`config.mk`:
```
export PLATFORM = sky130hd
export DESIGN_NAME = scg_clock_gen
export DESIGN_NICKNAME = d
export VERILOG_FILES = /design/src/scg_pkg.sv /design/src/scg_clock_gen.sv
export VERILOG_INCLUDE_DIRS = /design/src /design/src/src
export SDC_FILE = /design/constraint.sdc
export NUM_CORES = 1
export LEC_CHECK = 0
export BUFFER_PORTS_ARGS = -buffer_cell sky130_fd_sc_hd__buf_4
export CORE_UTILIZATION = 45
export CTS_CLUSTER_DIAMETER = 120
export CTS_CLUSTER_SIZE = 16
export DETAILED_ROUTE_END_ITERATION = 12
export PLACE_DENSITY = 0.67
export SYNTH_ARGS = -nofsm -noshare
export SYNTH_HDL_FRONTEND = slang
export SYNTH_SLANG_ARGS = --single-unit
```
`constraint.sdc`:
```
create_clock -name pclk -period 2.9 [get_ports pclk]
set_input_delay 0.435 -clock pclk [delete_from_list [all_inputs] [get_ports pclk]]
set_output_delay 0.435 -clock pclk [all_outputs]
set_load 0.02 [all_outputs]
```
`src/scg_cfg.svh`:
```
`ifndef SCG_CFG_SVH
`define SCG_CFG_SVH
`define SCG_ADDR_W         12
`define SCG_OFF_CLK_SRC    12'h000
`define SCG_OFF_DIV_LO     12'h004
`define SCG_OFF_DIV_HI     12'h008
`define SCG_OFF_MISC       12'h00C
`define SCG_OFF_STATUS     12'h010
`define SCG_RST_CLK_SRC    8'h00
`define SCG_RST_DIV        8'h00
`define SCG_RST_MISC       8'h00
`define SCG_RST_CNT        16'h0000
`define SCG_BIT_OSC_EN     7
`define SCG_BIT_RX_SRC_HI  6
`define SCG_BIT_RX_SRC_LO  5
`define SCG_BIT_TX_SRC_HI  4
`define SCG_BIT_TX_SRC_LO  3
`define SCG_BIT_BIDIR_OE   2
`define SCG_BIT_BIDIR_HI   1
`define SCG_BIT_BIDIR_LO   0
`define SCG_BIT_GEN_PCLK   1
`define SCG_BIT_GEN_EN     0
`endif

```
`src/scg_pkg.sv`:
```
package scg_pkg;
  typedef enum logic [1:0] {
    SCG_SRC_RTX_PIN,
    SCG_SRC_BIDIR_PIN,
    SCG_SRC_GEN,
    SCG_SRC_PHASE_TX
  } scg_src_t;

  typedef enum logic [1:0] {
    SCG_OUT_OSC,
    SCG_OUT_GEN,
    SCG_OUT_PHASE_RX,
    SCG_OUT_TX_CLK
  } scg_bidir_sel_t;

  typedef enum logic [1:0] {
    SCG_GEN_OFF,
    SCG_GEN_SYNC1,
    SCG_GEN_RUN
  } scg_gen_state_t;

  typedef struct packed {
    logic [7:0]     clk_src;
    logic [7:0]     div_lo;
    logic [7:0]     div_hi;
    logic [7:0]     misc;
    logic [15:0]    cnt;
    scg_gen_state_t gst;
    logic           gen_out;
    logic           zero;
    logic           gen_src_prev;
    logic           rx_clk;
    logic           tx_clk;
    logic           rx_sample;
    logic           bidir_out;
    logic           bidir_oe;
    logic           hunt;
    logic [31:0]    prdata;
  } scg_state_t;
endpackage : scg_pkg

```
`src/scg_clock_gen.sv`:
```
`timescale 1ns/1ps
`include "scg_cfg.svh"
// Operation
// oscillator bit gates crystal amplifier enable
// oscillator replaces clock pin for consumers
// oscillator on: no sync pulse, ext sync refused
// oscillator on, async: hunt flag held 0
// two-bit field selects receive clock source
// two-bit field selects transmit clock source
// bidir pin driven only if enabled, unused
// two-bit field selects bidir pin signal
// oscillator selected while off drives high
// receiver samples on internal falling edge
// software settles selections before enabling
// 16-bit reloading counter plus divide-by-two
// reset disables generator; bit controls after
// low byte first register, high second
// rate is fin over 2(tc+2)
// select bit: 0 clock pin, 1 pclk
// software changes select only while disabled
// enable synchronised to generator clock
// clearing enable stops generator at once
// zero count reloads, toggles, pulses once
// zero held while disabled, set in reset
// reset selects clock pin for generator
// counter decrements per tick, holds disabled
module scg_clock_gen (
  input  wire logic                   pclk,
  input  wire logic                   presetn,
  input  wire logic                   psel,
  input  wire logic                   penable,
  input  wire logic                   pwrite,
  input  wire logic [`SCG_ADDR_W-1:0] paddr,
  input  wire logic [31:0]            pwdata,
  output logic      [31:0]            prdata,
  output logic                        pready,
  output logic                        pslverr,
  input  wire logic                   rx_tx_clock_pin,
  input  wire logic                   bidir_clock_pin_in,
  output logic                        bidir_clock_pin_out,
  output logic                        bidir_clock_pin_oe,
  input  wire logic                   sync_pin_in,
  output logic                        sync_pin_out,
  output logic                        sync_pin_oe,
  output logic                        xtal_amp_en,
  input  wire logic                   async_mode,
  input  wire logic                   sync_pulse_req,
  input  wire logic                   ext_sync_req,
  output logic                        ext_sync_granted,
  output logic                        frame_hunt_flag,
  input  wire logic                   phase_tx_clk,
  input  wire logic                   phase_rx_clk,
  output logic                        rx_clk,
  output logic                        tx_clk,
  output logic                        rx_sample,
  output logic                        gen_out,
  output logic                        gen_zero
);
  scg_pkg::scg_state_t s_q;
  scg_pkg::scg_state_t s_d;

  logic                    osc_on;
  logic                    rtx_src;
  logic                    gen_src;
  logic                    gen_tick;
  logic                    gen_run;
  logic [15:0]             tc;
  logic                    wr_en;
  logic                    rd_setup;
  logic                    addr_ok;
  logic                    rx_int;
  logic                    tx_int;
  logic                    bidir_sel_o;
  scg_pkg::scg_src_t       rx_sel;
  scg_pkg::scg_src_t       tx_sel;
  scg_pkg::scg_bidir_sel_t out_sel;

  // apb decode; the slave never waits
  assign addr_ok  = (paddr == `SCG_OFF_CLK_SRC) || (paddr == `SCG_OFF_DIV_LO)
                 || (paddr == `SCG_OFF_DIV_HI) || (paddr == `SCG_OFF_MISC)
                 || (paddr == `SCG_OFF_STATUS);
  assign wr_en    = psel && penable && pwrite && addr_ok;
  assign rd_setup = psel && !penable && !pwrite;
  assign pready   = 1'b1;
  assign pslverr  = psel && penable && !addr_ok;

  assign osc_on = s_q.clk_src[`SCG_BIT_OSC_EN];
  // amplified crystal output is seen on the pin itself
  assign rtx_src = rx_tx_clock_pin;

  assign rx_sel  = scg_pkg::scg_src_t'(
                     s_q.clk_src[`SCG_BIT_RX_SRC_HI:`SCG_BIT_RX_SRC_LO]);
  assign tx_sel  = scg_pkg::scg_src_t'(
                     s_q.clk_src[`SCG_BIT_TX_SRC_HI:`SCG_BIT_TX_SRC_LO]);
  assign out_sel = scg_pkg::scg_bidir_sel_t'(
                     s_q.clk_src[`SCG_BIT_BIDIR_HI:`SCG_BIT_BIDIR_LO]);

  assign tc = {s_q.div_hi, s_q.div_lo};

  // generator input: pclk itself or rising edges of the pin
  assign gen_src  = rtx_src;
  assign gen_tick = s_q.misc[`SCG_BIT_GEN_PCLK] ? 1'b1
                  : (gen_src && !s_q.gen_src_prev);
  // enable bit low stops at once, no sync path
  assign gen_run  = s_q.misc[`SCG_BIT_GEN_EN]
                 && (s_q.gst == scg_pkg::SCG_GEN_RUN);

  always_comb
  begin
    rx_int = 1'b0;
    tx_int = 1'b0;
    case (rx_sel)
      // pin path is inverted: rising pin edge is internal fall
      scg_pkg::SCG_SRC_RTX_PIN:   rx_int = !rtx_src;
      scg_pkg::SCG_SRC_BIDIR_PIN: rx_int = bidir_clock_pin_in;
      scg_pkg::SCG_SRC_GEN:       rx_int = s_q.gen_out;
      scg_pkg::SCG_SRC_PHASE_TX:  rx_int = phase_tx_clk;
      default:                    rx_int = 1'b0;
    endcase
    case (tx_sel)
      scg_pkg::SCG_SRC_RTX_PIN:   tx_int = rtx_src;
      scg_pkg::SCG_SRC_BIDIR_PIN: tx_int = bidir_clock_pin_in;
      scg_pkg::SCG_SRC_GEN:       tx_int = s_q.gen_out;
      scg_pkg::SCG_SRC_PHASE_TX:  tx_int = phase_tx_clk;
      default:                    tx_int = 1'b0;
    endcase
  end

  always_comb
  begin
    case (out_sel)
      scg_pkg::SCG_OUT_OSC:      bidir_sel_o = osc_on ? rtx_src : 1'b1;
      scg_pkg::SCG_OUT_GEN:      bidir_sel_o = s_q.gen_out;
      scg_pkg::SCG_OUT_PHASE_RX: bidir_sel_o = phase_rx_clk;
      scg_pkg::SCG_OUT_TX_CLK:   bidir_sel_o = s_q.tx_clk;
      default:                   bidir_sel_o = 1'b1;
    endcase
  end

  always_comb
  begin
    s_d = s_q;
    s_d.gen_src_prev = gen_src;
    // register writes
    if (wr_en)
    begin
      case (paddr)
        `SCG_OFF_CLK_SRC: s_d.clk_src = pwdata[7:0];
        `SCG_OFF_DIV_LO:  s_d.div_lo  = pwdata[7:0];
        `SCG_OFF_DIV_HI:  s_d.div_hi  = pwdata[7:0];
        `SCG_OFF_MISC:    s_d.misc    = pwdata[7:0];
        default:          s_d.clk_src = s_q.clk_src;
      endcase
    end
    // read data captured in the setup cycle
    if (rd_setup)
    begin
      case (paddr)
        `SCG_OFF_CLK_SRC: s_d.prdata = {24'h000000, s_q.clk_src};
        `SCG_OFF_DIV_LO:  s_d.prdata = {24'h000000, s_q.div_lo};
        `SCG_OFF_DIV_HI:  s_d.prdata = {24'h000000, s_q.div_hi};
        `SCG_OFF_MISC:    s_d.prdata = {24'h000000, s_q.misc};
        `SCG_OFF_STATUS:  s_d.prdata = {s_q.cnt, 12'h000, gen_run,
                                        s_q.hunt, s_q.gen_out, s_q.zero};
        default:          s_d.prdata = 32'h00000000;
      endcase
    end
    // enable synchroniser advances on generator ticks
    if (!s_q.misc[`SCG_BIT_GEN_EN])
      s_d.gst = scg_pkg::SCG_GEN_OFF;
    else if (gen_tick)
    begin
      case (s_q.gst)
        scg_pkg::SCG_GEN_OFF:   s_d.gst = scg_pkg::SCG_GEN_SYNC1;
        scg_pkg::SCG_GEN_SYNC1: s_d.gst = scg_pkg::SCG_GEN_RUN;
        scg_pkg::SCG_GEN_RUN:   s_d.gst = scg_pkg::SCG_GEN_RUN;
        default:                s_d.gst = scg_pkg::SCG_GEN_OFF;
      endcase
    end
    // down-counter: tc..0 then one reload tick gives tc+2 per half
    if (gen_run && gen_tick)
    begin
      if (s_q.zero)
      begin
        s_d.cnt  = tc;
        s_d.zero = 1'b0;
      end
      else if (s_q.cnt == 16'h0000)
      begin
        s_d.zero    = 1'b1;
        s_d.gen_out = !s_q.gen_out;
      end
      else
        s_d.cnt = s_q.cnt - 16'h0001;
    end
    // clock routing
    s_d.rx_clk    = rx_int;
    s_d.tx_clk    = tx_int;
    s_d.rx_sample = s_q.rx_clk && !rx_int;
    s_d.bidir_oe  = s_q.clk_src[`SCG_BIT_BIDIR_OE]
                 && (rx_sel != scg_pkg::SCG_SRC_BIDIR_PIN)
                 && (tx_sel != scg_pkg::SCG_SRC_BIDIR_PIN);
    s_d.bidir_out = bidir_sel_o;
    s_d.hunt      = (osc_on && async_mode) ? 1'b0 : sync_pin_in;
  end

  always_ff @(posedge pclk or negedge presetn)
  begin
    if (!presetn)
    begin
      s_q              <= '0;
      s_q.clk_src      <= `SCG_RST_CLK_SRC;
      s_q.div_lo       <= `SCG_RST_DIV;
      s_q.div_hi       <= `SCG_RST_DIV;
      s_q.misc         <= `SCG_RST_MISC;
      s_q.cnt          <= `SCG_RST_CNT;
      s_q.gst          <= scg_pkg::SCG_GEN_OFF;
      s_q.zero         <= 1'b1;
    end
    else
      s_q <= s_d;
  end

  assign prdata              = s_q.prdata;
  assign rx_clk              = s_q.rx_clk;
  assign tx_clk              = s_q.tx_clk;
  assign rx_sample           = s_q.rx_sample;
  assign gen_out             = s_q.gen_out;
  assign gen_zero            = s_q.zero;
  assign bidir_clock_pin_out = s_q.bidir_out;
  assign bidir_clock_pin_oe  = s_q.bidir_oe;
  assign frame_hunt_flag     = s_q.hunt;
  assign xtal_amp_en         = osc_on;
  assign sync_pin_out        = sync_pulse_req;
  assign sync_pin_oe         = !osc_on && !async_mode && sync_pulse_req;
  assign ext_sync_granted    = !osc_on && ext_sync_req;
endmodule : scg_clock_gen

```
=== After elaboration in Yosys (flattened, before gate mapping) ===
Index checks and enable logic that the tools add are counted.
W data, S select, Z words.

* Equality and inequality tests: 19
* Reductions and logical operators: 42
* Bitwise gates (word level): 1
* Add/subtract/negate cells: 1
* Muxes and demuxes: 14

{| class="wikitable"
|+ Operators by type and width
! cell !! count
|-
| $pmux W32 S5 || 1
|-
| $mux W16 || 2
|-
| $eq A12 B4 Y1 const B || 2
|-
| $logic_and A1 B1 Y1 || 16
|-
| $logic_not A16 Y1 || 1
|-
| $sub A16 B1 Y16 const B || 1
|-
| $eq A2 B2 Y1 const B || 7
|-
| $eq A12 B3 Y1 const B || 1
|-
| $eq A12 B5 Y1 const B || 1
|-
| $logic_not A12 Y1 || 1
|-
| $pmux W1 S4 || 3
|-
| $reduce_and A2 Y1 || 5
|-
| $logic_not A1 Y1 || 9
|-
| $eq A2 B1 Y1 const B || 4
|-
| $logic_not A2 Y1 || 4
|-
| $ne A2 B1 Y1 const B || 3
|-
| $mux W1 || 5
|-
| $logic_or A1 B1 Y1 || 4
|-
| $mux W2 || 2
|-
| $pmux W2 S2 || 1
|-
| $reduce_and A3 Y1 || 1
|-
| $ne A2 B2 Y1 const B || 1
|-
| $reduce_or A2 Y1 || 1
|-
| $not A1 Y1 || 1
|}

* Bits of input ports: 57
* Flip-flop bits (word level): 91
* Output and inout port bits: 46
* Word-level logic and storage cells: 93

=== Depth between registers and ports, before layout ===
* Word-level depth: 7
* Depth in mapped cells: 7
* Gate-level depth less buffers: 6

=== Worst setup path after synthesis ===
Ideal clock, no wire load.

* Path type: input port to flip-flop
* From: input port paddr[1]
* To: register s_q[75] (netlist name)
* Slack: 661 ps
* Path buffers: 1
* Required time: 2775 ps
* Stages on the path: 5
* Arrival: 2115 ps
* Library setup time: 125 ps
* Cell sequence: or4_4 nor4_4 and4b_1 buf_2 mux2_2

* Longest elaborated chain between the ends: 7
* Elaborated cells on any way between the ends: 11
* Those cells by class: 4 x eq/ne; 7 x reduce/logical

{| class="wikitable"
|+ RTL lines
! item !! line !! RTL
|-
| start, declared || scg_clock_gen.sv:33 || <nowiki>input wire logic [`SCG_ADDR_W-1:0] paddr,</nowiki>
|-
| $eq A12 B3 Y1 or $logic_not A12 Y1 (tied branches) || -- ||
|-
| $logic_or A1 B1 Y1 (4 in a row) || scg_clock_gen.sv:79 || <nowiki>assign addr_ok = (paddr == `SCG_OFF_CLK_SRC) || (paddr == `SCG_OFF_DIV_LO)</nowiki>
|-
| $logic_and A1 B1 Y1 || scg_clock_gen.sv:82 || <nowiki>assign wr_en = psel && penable && pwrite && addr_ok;</nowiki>
|-
| $reduce_and A2 Y1 (no line) (*) || -- ||
|-
| end, declared || scg_clock_gen.sv:59 || <nowiki>scg_pkg::scg_state_t s_q;</nowiki>
|}

Mark *: on every way between the ends. The rest lies on a longest branch, timed or not.
A chain may end at the register's enable or synchronous reset.

=== Worst setup path after layout ===
* From: register s_q[43] (netlist name)
* To: register s_q[53] (netlist name)

* Longest elaborated chain between the ends: 3
* Elaborated cells on any way between the ends: 6
* Those cells by class: 1 x add/sub; 1 x eq/ne; 2 x mux; 2 x reduce/logical

{| class="wikitable"
|+ RTL lines
! item !! line
|-
| $sub A16 B1 Y16 or $logic_not A16 Y1 (tied branches) || scg_clock_gen.sv:194, scg_clock_gen.sv:188
|-
| $mux W16 or $ne A2 B2 Y1 (tied branches) || --
|-
| $mux W16 or $reduce_and A2 Y1 (tied branches) || --
|}

Parallel ways exist; a longest one is shown, timed or not. The select of a mux whose other input is x is not followed.

==> impl.org <==
** Floorplanning
- Total I/O pin count :: ~100
- Core footprint :: 9280 um2
- Horiz. Die Dim :: roughly 100 um
- Vert. Die Dim :: 100 um
- Count of standard-cell rows :: 35
- Total Die Area :: between 10000 and 15000 um2
- The initial utilization of the core area, before any placement, comes to 46.8%.

** STA
- Max-slew violation total from the final report :: 0
- For the pin with the worst max-slew slack, the measured transition is about 660 ps.
- Minimum period implied by the final worst setup slack :: 2290 ps
- Across all setup checks in the final design, the least slack found is just over 600 ps.
- Period Utilization, post-route :: 79.1%
- Setup repair after global routing left no endpoint under its margin.
- Final setup violation count :: 0
- Worst slew margin relative to its limit :: 55.8%
- Hold Violations, Final :: 0
- Fmax :: ~0.44 GHz
- Between clock sinks in the finished design, the worst skew comes to approximately 8.0 ps.
- Adding up every negative setup slack in the final design gives 0 ps.

** Global routing
- The via count of the first global-routing pass came to 3086.
- Entering global routing, the biggest net connects 45 pins.
- Sum of overflow across all layers after global routing :: 0
- Total global-route track usage :: a little over a fifth
- First-pass GRT wire length :: between 15000 and 20000 um
- Initial antenna violation count :: 0

** Synthesis
- After synthesis the netlist holds a flip-flop and latch count of just over 80.
- Xor-xnor portion of the synthesized cell area :: less than 1%
- Area fraction in and, or, nand and nor cells after synthesis :: 10.6%
- For this run, the number of Yosys warnings is 0.
- Number of unique standard cell types used by synthesis :: 62
- Multiplexer cells account for ~15% of the synthesized area.
- Post-synthesis sequential area ratio :: 47.9%
- Post-synthesis cell area :: about 4300 um2
- Post-synth EDFFs :: 0
- Of all flip-flops after synthesis, the portion carrying an async set or reset was 100%.
- By area, the combinational part of the netlist is dominated by compound AO/OA/AOI/OAI gates.
- Among all flip-flop cells after synthesis, the most frequent one is sky130_fd_sc_hd__dfrtp_1.
- The synthesized netlist devotes around 16% of its cell area to compound gates.
- Share of synthesized cell area in full adder, half adder and majority cells :: under 10%
- Synth Instances :: 380
- Post-synthesis average cell area :: roughly 11 um2

** Critical path
- STA classifies the critical path endpoint as a register.
- In this run the worst path has a maximum fanout of 6.
- At the worst endpoint, the required time is 3160 ps.
- Startpoint types :: register
- The setup path with the least slack is of type reg2reg.
- Arrival time of data at the critical path endpoint :: ~2600 ps

** Clock network
- The clock passes through at most 2 buffers.
- The number of gates resized after CTS was 0.
- In this run the clock root is driven by a sky130_fd_sc_hd__clkbuf_8.
- Number of clock buffers inserted by TritonCTS :: 9
- Sinks on Clock Net :: 83
- Total of hold buffers inserted after clock tree synthesis :: 0
- TritonCTS built the clock tree.
- Clock-pin slew was measured on the worst setup and hold paths at approximately 80 ps.
- Postcts setup bufs :: 0
- Worst-skew pair later-pin latency :: between 300 and 400 ps
- Htree depth :: 3

** Power
- The completed layout was analyzed and its total power is between 0.002 and 0.0025 W.
- VDD IR max :: around 250 uV
- The analysis attributes to cell leakage a power of about 2.3 nW.
- Pwr per Cell Area :: 425 nW/um2

** Finish
- Filler cell count in the final layout :: between 800 and 900
- Fraction of final layout cells with drive strength greater than 1 :: 33.5%
- Net count reported at finish :: 481
- Relative to the synthesized area, the layout overhead comes to 14.1%.
- Count of antenna diodes in the layout :: 0
- Cells fill 53.4% of the core in the end.

** Route
- Antenna Violating Nets Remaining :: 0
- Number of DRC violations after detailed-routing iteration 0 :: 133
- Vias post-DR :: approximately 3100
- After detailed routing, the average wire length per cell comes to 18.1 um.
- Mean number of vias per cell :: 5.68
- Final wirelength :: ~10000 um
- Iteration count of the initial detailed-routing pass :: 5
- For this run, design rule violations remaining after detail routing come to 0.

** Placement
- Detailed placement finished with a half-perimeter wire length of 7410 um.
- Pre-CTS setup slack :: 436 ps
- Global placer's final weighted congestion :: a little under 0.9
- Buffers placed on the I/O ports in this run total 69.

** Job
- Maximum Capacitance Violations :: 0

** Hold path
- In this run the worst hold path is classified as in2async.

** Run status
- The flow ran to the end, and the final reports show no timing, DRC or antenna violations.
sequential cells by signal, summed over array words and instances (netlist names):
signal               flops
bidir_clock_pin_oe       1
bidir_clock_pin_out      1
frame_hunt_flag          1
gen_out                  1
gen_zero                 1
out_sel                  2
prdata                  24
rx_clk                   1
rx_sample                1
rx_sel                   2
s_q                     46
tx_clk                   1
xtal_amp_en              1
synth_stat cells (3+ instances only):
| master | n | area (um2) |
|---|---|---|
| sky130_fd_sc_hd__or3_1 | 5 | 31.3 |
| sky130_fd_sc_hd__dfrtp_1 | 82 | 2050 |
| sky130_fd_sc_hd__a22oi_1 | 4 | 30.0 |
| sky130_fd_sc_hd__a21boi_0 | 3 | 22.5 |
| sky130_fd_sc_hd__mux2_1 | 6 | 67.6 |
| sky130_fd_sc_hd__mux2_2 | 30 | 338 |
| sky130_fd_sc_hd__o22ai_1 | 5 | 31.3 |
| sky130_fd_sc_hd__nor2_1 | 10 | 37.5 |
| sky130_fd_sc_hd__clkbuf_1 | 16 | 60.1 |
| sky130_fd_sc_hd__o221a_2 | 3 | 33.8 |
| sky130_fd_sc_hd__inv_1 | 13 | 48.8 |
| sky130_fd_sc_hd__or4_1 | 6 | 45.0 |
| sky130_fd_sc_hd__a21o_1 | 3 | 22.5 |
| sky130_fd_sc_hd__a21oi_1 | 12 | 60.1 |
| sky130_fd_sc_hd__and3_1 | 3 | 18.8 |
| sky130_fd_sc_hd__a211oi_1 | 6 | 45.0 |
| sky130_fd_sc_hd__mux4_2 | 7 | 158 |
| sky130_fd_sc_hd__nand2_1 | 21 | 78.8 |
| sky130_fd_sc_hd__a22o_1 | 17 | 149 |
| sky130_fd_sc_hd__buf_4 | 35 | 263 |
| sky130_fd_sc_hd__nor4_1 | 6 | 37.5 |
| sky130_fd_sc_hd__o21ai_0 | 17 | 85.1 |
| sky130_fd_sc_hd__mux2i_1 | 9 | 90.1 |
| sky130_fd_sc_hd__ha_1 | 4 | 50.1 |
| sky130_fd_sc_hd__nor2b_1 | 4 | 25.0 |
| sky130_fd_sc_hd__buf_2 | 4 | 20.0 |
layout make-up:
cell class              count  area, um2  area share [%]
inverters                  13       48.8           0.985
flip-flops and latches     83       2080            42.0
repair buffers             78        586            11.8
clock buffers              11        131            2.65
clock inverters             4       52.6            1.06
multi-input cells         235       1900            38.3
well taps                 129        161            3.26
power by group:
group	total [W]	switching [W]	leakage, nW	internal [W]
clock network	0.000805	0.000410	0.0816	0.000394
registers	0.00116	0.00000234	1.10	0.00116
logic	0.000136	0.0000836	1.16	0.0000528
total	0.00210	0.000496	2.34	0.00161
metrics by stage:
step | hold WS [ps] | area (um2) | std cells
3_5_place_dp | 475 | 4770 | 538
6_report | 76.3 | 4950 | 553
5_1_grt | 100 | 4950 | 553
2_1_floorplan | 139 | 4370 | 387
3_3_place_gp | 469 | 4770 | 538
4_1_cts | 89.9 | 4950 | 553
cell usage in the layout, fill, tap and decap left out, types with 3 or more instances in the layout:
| cell | instances |
|---|---|
| sky130_fd_sc_hd__buf_4 | 78 |
| sky130_fd_sc_hd__o21ai_0 | 17 |
| sky130_fd_sc_hd__clkinvlp_4 | 3 |
| sky130_fd_sc_hd__mux2_2 | 30 |
| sky130_fd_sc_hd__inv_1 | 13 |
| sky130_fd_sc_hd__a21boi_0 | 3 |
| sky130_fd_sc_hd__or4_1 | 6 |
| sky130_fd_sc_hd__a211oi_1 | 6 |
| sky130_fd_sc_hd__dfrtp_1 | 82 |
| sky130_fd_sc_hd__conb_1 | 9 |
| sky130_fd_sc_hd__mux4_2 | 7 |
| sky130_fd_sc_hd__nor2b_1 | 4 |
| sky130_fd_sc_hd__a22oi_1 | 4 |
| sky130_fd_sc_hd__o22ai_1 | 5 |
| sky130_fd_sc_hd__a22o_1 | 17 |
| sky130_fd_sc_hd__clkbuf_8 | 9 |
| sky130_fd_sc_hd__a21o_1 | 3 |
| sky130_fd_sc_hd__ha_1 | 4 |
| sky130_fd_sc_hd__nor4_1 | 6 |
| sky130_fd_sc_hd__or3_1 | 5 |
| sky130_fd_sc_hd__mux2i_1 | 9 |
| sky130_fd_sc_hd__mux2_1 | 6 |
| sky130_fd_sc_hd__nor2_1 | 10 |
| sky130_fd_sc_hd__and3_1 | 3 |
| sky130_fd_sc_hd__o221a_2 | 3 |
| sky130_fd_sc_hd__a21oi_1 | 12 |
| sky130_fd_sc_hd__nand2_1 | 21 |
critical path, stage by stage (launching register included):
cell,delay [ps]
sky130_fd_sc_hd__dfrtp_1,420
sky130_fd_sc_hd__inv_1,130
sky130_fd_sc_hd__ha_1,220
sky130_fd_sc_hd__or3b_2,500
sky130_fd_sc_hd__or3_1,420
sky130_fd_sc_hd__or3_1,340
sky130_fd_sc_hd__o211ai_1,180
worst paths after layout:
| path | startpoint | endpoint | depth (start not counted) | slack, ps |
|---|---|---|---|---|
| setup / recovery | s_q[43]$_DFFE_PN0P_ | s_q[53]$_DFFE_PN0P_ | 6 | 610 |
| hold / removal | presetn | prdata[26]$_DFFE_PN0P_ | 1 | 80 |
| setup reg to reg | s_q[43]$_DFFE_PN0P_ | s_q[53]$_DFFE_PN0P_ | 6 | 610 |
| hold reg to reg | prdata[5]$_DFFE_PN0P_ | prdata[5]$_DFFE_PN0P_ | 2 | 490 |
| max in group asynchronous | presetn | gen_zero$_DFFE_PN1P_ | 2 | 2080 |
| min in group pclk | rx_tx_clock_pin | s_q[38]$_DFF_PN0_ | 1 | 250 |
layer usage:
layer / vias up / track usage (%) / part of all wire (%) / wire length (um)
met2: 111 / 34.4 / 48 / 4830
met4: 0 / 7.58 / 1.3 / 131
li1: 1463 / - / - / -
met1: 1558 / 28.3 / 45 / 4520
met3: 10 / 4.67 / 5.2 / 517
met5: - / 0 / 0 / 0
cells by family (layout without fill, tap and decap cells):
logic type                 after synthesis  count (layout)
AOI/OAI and AO/OA                       93              93
DFF                                     83              83
and+or+nand+nor                         76              76
buffers and inverters                   69             106
muxes                                   52              52
adders and majority gates                4               4
other                                    2               9
xor gates and xnor gates                 1               1
Note: power is estimated with default switching activity, not from simulation.
